`src/include/voting_pkg.sv`:
```
// Constants shared by the actuation voting logic and its voter.
// Assumes one 25 MHz logic clock; all plant inputs already synchronous.
package voting_pkg;
    // ------------------------------------------------------------
    // Division and vote sizing
    // ------------------------------------------------------------
    localparam int N_DIV      = 4;
    localparam int N_CTL4     = 4;
    localparam int N_CTL2     = 2;
    localparam int VOTE_NEED  = 2;      // Coincidence required among active divisions
    localparam int N_VOTE     = 8;

    // Index of each bypass-capable vote
    localparam int V_FLUX_DBL = 0;
    localparam int V_PZR_HI2  = 1;
    localparam int V_SG1_HI2  = 2;
    localparam int V_SG2_HI2  = 3;
    localparam int V_PZR_HI1  = 4;
    localparam int V_TEMP_LO2 = 5;
    localparam int V_TANK_LO3 = 6;
    localparam int V_PZR_HI3  = 7;

    // ------------------------------------------------------------
    // Timing
    // ------------------------------------------------------------
    localparam int CLK_HZ              = 25_000_000;
    localparam int REBLOCK_DELAY_MS    = 1000;
    localparam int CNT_W               = 32;
    localparam logic [CNT_W-1:0] CNT_ZERO = 32'h0000_0000;
    localparam logic [CNT_W-1:0] CNT_ONE  = 32'h0000_0001;

    function automatic logic [2:0] count4(input logic [3:0] v);
        count4 = {2'h0, v[0]} + {2'h0, v[1]} + {2'h0, v[2]} + {2'h0, v[3]};
    endfunction

    // Plain two-of-four with no bypass
    function automatic logic two_of_four(input logic [3:0] v);
        two_of_four = count4(v) >= 3'(VOTE_NEED);
    endfunction
endpackage

```
`src/include/vote_if.sv`:
```
// Carrier between the top voting logic and each bypass-capable voter.
// Assumes the user drives trip and bypass and reads vote combinationally.
`timescale 1ns/10ps
`default_nettype none
interface vote_if;
    logic [3:0] trip;
    logic [3:0] bypass;
    logic       vote;

    modport voter (input trip, input bypass, output vote);
    modport user  (output trip, output bypass, input vote);
endinterface
`default_nettype wire

```
`src/logic/safety_actuation_voting.sv`:
```
// Coincidence voting plus manual block and unblock logic for a group of
// safety actuation outputs. Assumes inputs are synchronous to sys_clk.
//
// Overview of operation
// [RQ1] Flux doubling 2/4 vote; block needs criticality
// [RQ2] Flux block cleared when flux below permit
// [RQ3] Undervoltage: both sensors, two of four chargers
// [RQ4] High-2 level isolates; block only below permit
// [RQ5] Either generator high-2 level isolates makeup
// [RQ6] Safeguards with high-1 level isolates makeup
// [RQ7] Low-2 mean temperature vote blocks steam dump
// [RQ8] Injection valves follow fourth-stage depressurization
// [RQ9] Unblock below low permit, delayed reblock above
// [RQ10] Series recirc valves open on charger undervoltage
// [RQ11] All recirc open: depressurization with tank low
// [RQ12] Manual recirc opening needs two of four
// [RQ13] Hot leg low-1 isolates letdown; permit-gated block
// [RQ14] Makeup tank injection trips pressurizer heaters
// [RQ15] High-3 level trips heaters; permit-gated block
// [RQ16] Level-low permit active while level below setpoint
// [RQ17] Flux permit separates channels above and below
// [RQ18] Bypassed division excluded, coincidence kept while two or more remain active
// [RQ19] All state registered, reset to non-actuated
`timescale 1ns/10ps
`default_nettype none
module safety_actuation_voting
    import voting_pkg::*;
#(
    parameter int REBLOCK_CYCLES = REBLOCK_DELAY_MS * (CLK_HZ / 1000)
)(
    input  wire logic       sys_clk,
    input  wire logic       reset_n,
    input  wire logic [3:0] div_bypass,
    input  wire logic [3:0] flux_dbl_trip,
    input  wire logic [3:0] pzr_high2_trip,
    input  wire logic [3:0] sg1_high2_trip,
    input  wire logic [3:0] sg2_high2_trip,
    input  wire logic [3:0] pzr_high1_trip,
    input  wire logic [3:0] coolant_mean_temp_low2_trip,
    input  wire logic [3:0] refuel_tank_low3_trip,
    input  wire logic [3:0] pzr_high3_trip,
    input  wire logic [3:0] charger_uv_a,
    input  wire logic [3:0] charger_uv_b,
    input  wire logic [3:0] charger_ext_uv_a,
    input  wire logic [3:0] charger_ext_uv_b,
    input  wire logic [3:0] flux_above_p6,
    input  wire logic [3:0] level_below_p12,
    input  wire logic [3:0] level_above_p19,
    input  wire logic [1:0] hot_leg_low1,
    input  wire logic [1:0] hot_leg_low2,
    input  wire logic       plant_critical,
    input  wire logic       safeguards_auto,
    input  wire logic       safeguards_manual,
    input  wire logic       depress_stage4,
    input  wire logic       cmt_injection,
    input  wire logic [3:0] recirc_manual_ctl,
    input  wire logic       flux_block_req,
    input  wire logic       pzr_high2_block_req,
    input  wire logic       letdown_block_req,
    input  wire logic       pzr_high3_block_req,
    input  wire logic       inj_unblock_req,
    output logic            dilution_block,
    output logic            letdown_iso,
    output logic            makeup_iso,
    output logic            steam_dump_block,
    output logic            refuel_tank_inj_open,
    output logic            recirc_series_open,
    output logic            recirc_all_open,
    output logic            heater_trip,
    output logic [4:0]      block_flags,
    output logic [2:0]      permit_flags
);
    // ------------------------------------------------------------
    // State
    // ------------------------------------------------------------
    typedef struct packed {
        logic             flux_blk;
        logic             pzr2_blk;
        logic             letdown_blk;
        logic             pzr3_blk;
        logic             inj_unblk;
        logic [CNT_W-1:0] reblock_cnt;
        logic             p6;
        logic             p12;
        logic             p19;
        logic             dilution;
        logic             letdown;
        logic             makeup;
        logic             dump_blk;
        logic             inj_open;
        logic             rc_series;
        logic             rc_all;
        logic             heater;
    } state_s;

    state_s st_r;
    state_s st_nxt;

    logic [3:0] trips [N_VOTE];
    logic [N_VOTE-1:0] votes;

    assign trips[V_FLUX_DBL] = flux_dbl_trip;
    assign trips[V_PZR_HI2]  = pzr_high2_trip;
    assign trips[V_SG1_HI2]  = sg1_high2_trip;
    assign trips[V_SG2_HI2]  = sg2_high2_trip;
    assign trips[V_PZR_HI1]  = pzr_high1_trip;
    assign trips[V_TEMP_LO2] = coolant_mean_temp_low2_trip;
    assign trips[V_TANK_LO3] = refuel_tank_low3_trip;
    assign trips[V_PZR_HI3]  = pzr_high3_trip;

    // ------------------------------------------------------------
    // Bypass-capable voters
    // ------------------------------------------------------------
    vote_if vi [N_VOTE] ();

    generate
        for (genvar g = 0; g < N_VOTE; g++) begin : g_vote
            assign vi[g].trip   = trips[g];
            assign vi[g].bypass = div_bypass;
            assign votes[g]     = vi[g].vote;
            bypass_voter u_voter (.vi(vi[g]));
        end
    endgenerate

    // ------------------------------------------------------------
    // Next state
    // ------------------------------------------------------------
    always_comb begin
        logic p6;
        logic p12;
        logic p19;
        logic uv_both;
        logic uv_ext;
        logic hot_leg_inj;
        p6          = two_of_four(flux_above_p6);                     // [RQ17]
        p12         = two_of_four(level_below_p12);                   // [RQ16]
        p19         = two_of_four(level_above_p19);
        uv_both     = two_of_four(charger_uv_a & charger_uv_b);       // [RQ3]
        uv_ext      = two_of_four(charger_ext_uv_a | charger_ext_uv_b);
        hot_leg_inj = &hot_leg_low2;
        st_nxt      = st_r;
        st_nxt.p6   = p6;
        st_nxt.p12  = p12;
        st_nxt.p19  = p19;

        // Block flags: P6 loss, or P19 or P12 present, clears; the gated request cannot collide
        if (!p6) begin
            st_nxt.flux_blk = 1'b0;                                    // [RQ2]
        end else if (flux_block_req && plant_critical) begin
            st_nxt.flux_blk = 1'b1;                                    // [RQ1]
        end
        if (p19) begin
            st_nxt.pzr2_blk = 1'b0;                                    // [RQ4]
            st_nxt.pzr3_blk = 1'b0;                                    // [RQ15]
        end else begin
            if (pzr_high2_block_req) begin
                st_nxt.pzr2_blk = 1'b1;                                // [RQ4]
            end
            if (pzr_high3_block_req) begin
                st_nxt.pzr3_blk = 1'b1;                                // [RQ15]
            end
        end
        if (p12) begin
            st_nxt.letdown_blk = 1'b0;                                 // [RQ13]
        end else if (letdown_block_req) begin
            st_nxt.letdown_blk = 1'b1;                                 // [RQ13]
        end

        // Injection unblock holds through short permit dips until the delay runs
        if (p12) begin
            st_nxt.reblock_cnt = CNT_ZERO;
            if (inj_unblock_req) begin
                st_nxt.inj_unblk = 1'b1;                               // [RQ9]
            end
        end else if (st_r.inj_unblk) begin
            if (st_r.reblock_cnt >= cnt_cast(REBLOCK_CYCLES) - CNT_ONE) begin
                st_nxt.inj_unblk   = 1'b0;                             // [RQ9]
                st_nxt.reblock_cnt = CNT_ZERO;
            end else begin
                st_nxt.reblock_cnt = st_r.reblock_cnt + CNT_ONE;
            end
        end

        // Actuation outputs use the current cycle's block flags
        st_nxt.dilution  = (votes[V_FLUX_DBL] && !st_r.flux_blk) || uv_both;     // [RQ1]
        st_nxt.letdown   = (votes[V_PZR_HI2] && !st_r.pzr2_blk)                  // [RQ4]
                         || (votes[V_FLUX_DBL] && !st_r.flux_blk)
                         || (|hot_leg_low1 && !st_r.letdown_blk);                // [RQ13]
        st_nxt.makeup    = (votes[V_PZR_HI2] && !st_r.pzr2_blk)                  // [RQ4]
                         || votes[V_SG1_HI2] || votes[V_SG2_HI2]                 // [RQ5]
                         || ((safeguards_auto || safeguards_manual)
                             && votes[V_PZR_HI1])                                // [RQ6]
                         || (votes[V_FLUX_DBL] && !st_r.flux_blk);
        st_nxt.dump_blk  = votes[V_TEMP_LO2];                                    // [RQ7]
        st_nxt.inj_open  = depress_stage4                                        // [RQ8]
                         || (hot_leg_inj && st_r.inj_unblk);                     // [RQ9]
        st_nxt.rc_series = uv_ext;                                               // [RQ10]
        st_nxt.rc_all    = (depress_stage4 && votes[V_TANK_LO3])                 // [RQ11]
                         || two_of_four(recirc_manual_ctl);                      // [RQ12]
        st_nxt.heater    = cmt_injection                                         // [RQ14]
                         || (votes[V_PZR_HI3] && !st_r.pzr3_blk);                // [RQ15]
    end

    function automatic logic [CNT_W-1:0] cnt_cast(input int v);
        cnt_cast = CNT_W'(v);
    endfunction

    // ------------------------------------------------------------
    // Registers
    // ------------------------------------------------------------
    always_ff @(posedge sys_clk or negedge reset_n) begin
        if (!reset_n) begin
            st_r <= '0;                                                // [RQ19]
        end else begin
            st_r <= st_nxt;                                            // [RQ19]
        end
    end

    assign dilution_block       = st_r.dilution;
    assign letdown_iso          = st_r.letdown;
    assign makeup_iso           = st_r.makeup;
    assign steam_dump_block     = st_r.dump_blk;
    assign refuel_tank_inj_open = st_r.inj_open;
    assign recirc_series_open   = st_r.rc_series;
    assign recirc_all_open      = st_r.rc_all;
    assign heater_trip          = st_r.heater;
    assign block_flags          = {st_r.inj_unblk, st_r.pzr3_blk, st_r.letdown_blk,
                                   st_r.pzr2_blk, st_r.flux_blk};
    assign permit_flags         = {st_r.p19, st_r.p12, st_r.p6};
endmodule
`default_nettype wire

```
`src/logic/bypass_voter.sv`:
```
// Bypass-capable two-of-four coincidence voter, purely combinational.
// Assumes the caller registers the result.
`timescale 1ns/10ps
`default_nettype none
module bypass_voter
    import voting_pkg::*;
(
    vote_if.voter vi
);
    logic [3:0] active;
    logic [2:0] n_active;
    logic [2:0] n_trip;

    // Bypassed divisions are dropped; coincidence still needed while two or more of the rest remain
    assign active   = ~vi.bypass;
    assign n_active = count4(active);
    assign n_trip   = count4(vi.trip & active);
    // With a single division left, that one alone decides
    assign vi.vote  = (n_active >= 3'(VOTE_NEED)) ? (n_trip >= 3'(VOTE_NEED))
                                                   : (n_trip != 3'h0); // [RQ18]
endmodule
`default_nettype wire

```
`config.mk`:
```
export PLATFORM = sky130hd
export DESIGN_NAME = safety_actuation_voting
export DESIGN_NICKNAME = d
export VERILOG_FILES = /design/src/include/voting_pkg.sv /design/src/include/vote_if.sv /design/src/logic/safety_actuation_voting.sv /design/src/logic/bypass_voter.sv
export SDC_FILE = /design/constraint.sdc
export NUM_CORES = 1
export LEC_CHECK = 0
export BUFFER_PORTS_ARGS = -buffer_cell sky130_fd_sc_hd__buf_2
export CORE_ASPECT_RATIO = 1.25
export CORE_UTILIZATION = 40
export DETAILED_ROUTE_END_ITERATION = 16
export HOLD_SLACK_MARGIN = 0.05
export SYNTH_ARGS = -nofsm -noshare
export SYNTH_HDL_FRONTEND = slang
export SYNTH_SLANG_ARGS = --single-unit
```
`constraint.sdc`:
```
create_clock -name sys_clk -period 2.6 [get_ports sys_clk]
set_input_delay 0.52 -clock sys_clk [delete_from_list [all_inputs] [get_ports sys_clk]]
set_output_delay 0.52 -clock sys_clk [all_outputs]
set_load 0.03 [all_outputs]
```
After elaboration in Yosys (flattened, before gate mapping)
Cells that the tools add are included.
Storage, ports and cells
  register bits after elaboration: 48
  input port bits: 84
  logic and storage cells: 150
Cells by class
  add/sub/neg operators: 46
  order comparisons: 16
  mux-type cells: 21
  reduce and logical (&&, ||, !) cells: 37
  eq/ne operators: 2
  bitwise operators: 11
Operator list (number)
  3-bit by 1-bit adder with 3-bit output: 24
  33-bit two-way mux: 2
  3-bit by 2-bit >= comparator with 1-bit output (second input constant): 15
  4-bit bitwise AND: 9
  32-bit by 1-bit adder with 32-bit output (second input constant): 1
  32-bit by 25-bit >= comparator with 1-bit output (second input constant): 1
  32-bit two-way mux: 1
  1-bit by 1-bit adder with 2-bit output: 15
  3-bit nonzero test: 8
  2-bit by 1-bit adder with 3-bit output: 6
  1-bit two-way mux: 18
  1-bit logical OR: 11
  1-bit logical AND: 8
  2-bit nonzero test: 4
  1-bit zero test: 4
  4-bit NOT: 1
  4-bit OR: 1
  2-bit by 1-bit inequality test with 1-bit output (second input constant): 1
  2-bit inequality test (second input constant): 1
  2-bit AND reduction: 1
  2-bit OR reduction: 1

Longest topological paths before layout
  word-level depth: 12
  mapped depth: 11
  gate-level depth less buffers: 11

By module
A second synthesis with hierarchy kept.
Second synthesis, totals
  cells, all modules: 444
  area total of the unflattened synthesis: 4076.4 um^2
By module, submodules not included
  safety_actuation_voting: seq. area each 1201.2 um^2, times used 1, cells an instance 292, area an instance 2695.1 um^2
  bypass_voter: seq. area each 0.0 um^2, times used 8, cells an instance 19, area an instance 172.7 um^2

Worst setup path before layout
Ideal clock, no wire load.
  path kind: input to register
  start point: input port pzr_high2_trip[0]
  end point: register st_r, in the netlist letdown_iso
  path buffers: 0
  arrival: 2113 ps
  cell stages on the path: 11
  setup slack: 356 ps
  path through: nor2b_1 > ha_1 > inv_1 > fa_1 > inv_1 > ha_1 > nand2b_1 > mux2i_1 > o21ai_0 > a2bb2oi_1 > o21ai_0
RTL lines
  start, declared: line safety_actuation_voting.sv:35  | input wire logic [3:0] pzr_high2_trip,
  end signal, assigned: line safety_actuation_voting.sv:215  | st_r <= st_nxt;
  end, declared: line safety_actuation_voting.sv:96  | state_s st_r;

==> run_results.csv <==
group,metric,value,unit
synth,synth-adder-area-share,18.3,%
place,place_area,3970,µm²
routing,drt_pass1_iterations,11,
hold_path,min-delay-path-class,"input pin to async pin",
floorplan,chipWidth,84.3,µm
cells_and_area,layout-drive-gt1-share,28.9,%
cts,htreeDepth,2,
place,place.port_buffers,99,
cts,cts_buffer_depth,2,
sta,timing.final.crit_share,87.4,%
worst_setup_path,critical_path.top_delay_family,"adder cells",
cts,ctsRootBufferMaster,"clkbuf_8",
cells_and_area,nNetsFinal,588,
worst_setup_path,cp.arrival,2450,ps
routing,detail_route.wl_per_cell,12.3,µm
power,power_per_unit_of_standard_cell_area,457,nW/µm²
synth,post_synth_xor_xnor_area,0,%
synth,syn-cell-area,3390,µm²
worst_setup_path,worstPathRequired,2780,ps
synth,synth_cell_types,45,
global_routing,remaining_overflow_grt,0,
synth,seq_area_frac_synth,35.5,%
routing,drt-vias-per-instance,5.04,
cts,clock_buffers_created_by_tritoncts,5,
place,place_congestion,0.733,
synth,number_of_flops_mapped_to_enable_cells_by_yosys,0,
worst_setup_path,crit_chain,"buf_2, nor2b_1, ha_1, inv_1, fa_1, inv_1, ha_1, nand2b_1, mux2i_1, o21ai_0, a2bb2oi_1, o21ai_0",
floorplan,io_pins,100,
cts,post_cts_setup_repair_buffer_count,0,
floorplan,die_y,105,µm
sta,clock-skew-final,4.98,ps
global_routing,number_of_antenna_violations_at_the_first_check_in_global_routing,0,
global_routing,grt_pass1_vias,2741,
sta,grt_setup_unrepaired,"false",
routing,initialDrtViolationCount,85,
cells_and_area,n_fill_cell,815,
floorplan,core_region_area,8240,µm²
routing,post-route-drc-count,2,
synth,netlist_instances,365,
worst_setup_path,crit_path_top_delay_cell,"fa_1",
synth,synth.avg_cell_area,9.28,µm²
synth,synth_ff_type,"dfrtp_1",
cts,cts_tree,"built",
power,ir_worst_vdd,0.230,mV
global_routing,grt_use_total,16.6,%
cells_and_area,max_reg_flops,32,
sta,finalWorstPathRequiredPeriod,2270,ps
worst_setup_path,max_stage_delay,410,ps
power,leakage,2.01,nW
status,failed_checks,"DRC",
sta,worst_slew_pin_slew,816,ps
cells_and_area,area.growth.synth_to_final,19.7,%
synth,syn_nets,490,
synth,synth_simple_gate_area_share,22.8,%
worst_setup_path,timing.critical_path.fanout_max,9,
flow_run,max-cap-violations,0,
synth,yosys-mux-area-fraction,1.18,%
routing,wl,6.90,mm
synth,yosysWarningCount,0,
cts,clock_sink_total,48,
worst_setup_path,critical_path_buf_inv_count,3,
synth,ys_ff_latch,48,
worst_setup_path,startpoint_type,"input pin",
cts,clock_latency,300,ps
floorplan,fp-row-count,37,
worst_setup_path,path_class,"input pin to flop",
synth,synth_top_family_by_area,"simple AND/OR/NAND/NOR gates",
cells_and_area,post-route-cell-area,4050,µm²
cts,cts_hold_buffers,0,
floorplan,floorplan.initialDensity,41.1,%
floorplan,dieArea,8840,µm²
synth,async_reset_ff_share,100,%
cts,postCtsResizedCells,0,
cts,clkTransAtPathRegs,80,ps
place,detailed_place_hpwl,5.59,mm
sta,final-max-slew-violation-count,0,
sta,setup_viol,0,
sta,timing.slew.headroom,45.6,%
worst_setup_path,end_kind,"flop",
cells_and_area,largest_register,"st_r",
cells_and_area,n_antenna_cell,0,
global_routing,grt_start_max_net_pins,37,
sta,final-hold-violation-count,0,
power,total_power,1.85,mW
routing,detailroute.via_count,2824,
routing,post_route_antenna_net_violation_count,0,
sta,max_freq,0.440,GHz
status,outcome,"finished, violations left",
synth,synth_compound_area_share,15.4,%
global_routing,wire_length_of_the_first_global_routing_pass,11.9,mm
[worst register-to-register path: stages, from the launching register on]
cell,delay [ps]
dfrtp_1,430
ha_1,250
and3_2,210
nand3_1,110
a31oi_1,300
o21ai_4,110
buf_4,210
a41oi_1,240
a31oi_1,60
[routing by layer]
metal	global-route usage, %	part of all wire (%)
met1	19.0	44
met2	30.6	51
met3	3.16	3.9
met4	5.54	1.5
met5	0	0
[cells in the final DEF, fill, tap and decap left out, types with 2 or more instances in the layout]
cell	n
buf_2	99
dfrtp_1	48
nand2_1	40
inv_1	33
nor2b_1	28
ha_1	27
nor2_1	23
a31oi_1	23
a21oi_1	16
o21ai_0	16
nand3_1	16
fa_1	14
buf_4	11
and2_1	7
nand2b_1	6
a41oi_1	6
clkbuf_8	5
mux2i_1	4
nand3_2	4
or2_2	3
and3_1	3
o221ai_1	2
and3_2	2
nor4_1	2
nor4_4	2
o41ai_1	2
[worst paths after layout]
path,startpoint,end,slack [ps],cells after the start
hold / removal,reset_n,st_r[40],310,1
setup reg to reg,st_r[11],st_r[21],560,8
setup / recovery,div_bypass[0],letdown_iso,330,12
hold reg to reg,st_r[32],st_r[32],480,1
min in group sys_clk,cmt_injection,heater_trip,410,2
max in group asynchronous,reset_n,heater_trip,1660,2
[metrics by stage]
stage / TNS, ps / hold WS (ps) / setup WS [ps] / util (%) / std cells
after floorplan: 0 / 224 / 356 / - / 365
after global placement: 0 / 467 / 42.4 / 48.2 / 553
after detailed placement: -41.8 / 472 / -34.0 / 48.2 / 553
after CTS: 0 / 330 / 284 / 49.2 / 560
after global routing: 0 / 376 / 162 / 49.2 / 560
final: 0 / 306 / 326 / 49.2 / 560
[area by class of cell]
cell class	count	area (µm²)	share of cell area, %
Tap cell	97	121	3.00
Timing Repair Buffer	110	578	14.3
Multi-Input combinational cell	265	1950	48.1
Clock inverter	1	5.00	0.124
Clock buffer	6	72.6	1.79
Inverter	33	124	3.06
Sequential cell	48	1200	29.6
[logic make-up (layout without fill, tap and decap cells)]
kind of cell / after synthesis / count (layout)
adders and majority gates: 41 / 41
DFF: 48 / 48
muxes: 4 / 4
buffers and inverters: 52 / 150
AOI/OAI and AO/OA: 78 / 78
and+or+nand+nor: 142 / 142
[where the power goes]
group | internal [mW] | total [mW] | leakage [nW] | switching, mW
Clock | 0.183 | 0.417 | 0.0410 | 0.234
Sequential | 0.803 | 0.855 | 0.623 | 0.0513
Combinational | 0.239 | 0.581 | 1.35 | 0.342
Total | 1.23 | 1.85 | 2.01 | 0.628
[synth_stat cells, types with 2 or more instances]
master     n  area (µm²)
nor4_1     2        12.5
and3_2     2        15.0
nor4_4     2        42.5
a21oi_1   16        80.1
and3_1     3        18.8
dfrtp_1   48        1200
buf_2      8        40.0
buf_4      8        60.1
o221ai_1   2        17.5
ha_1      27         338
fa_1      14         280
mux2i_1    4        40.0
a31oi_1   23         144
nand3_2    4        40.0
clkbuf_1   3        11.3
o41ai_1    2        17.5
or2_2      3        18.8
o21ai_0   16        80.1
nand3_1   16        80.1
a41oi_1    6        52.6
nor2_1    23        86.3
inv_1     33         124
nor2b_1   28         175
nand2b_1   6        37.5
nand2_1   40         150
and2_1     7        43.8
No activity file was read; power rests on OpenSTA's default activity.
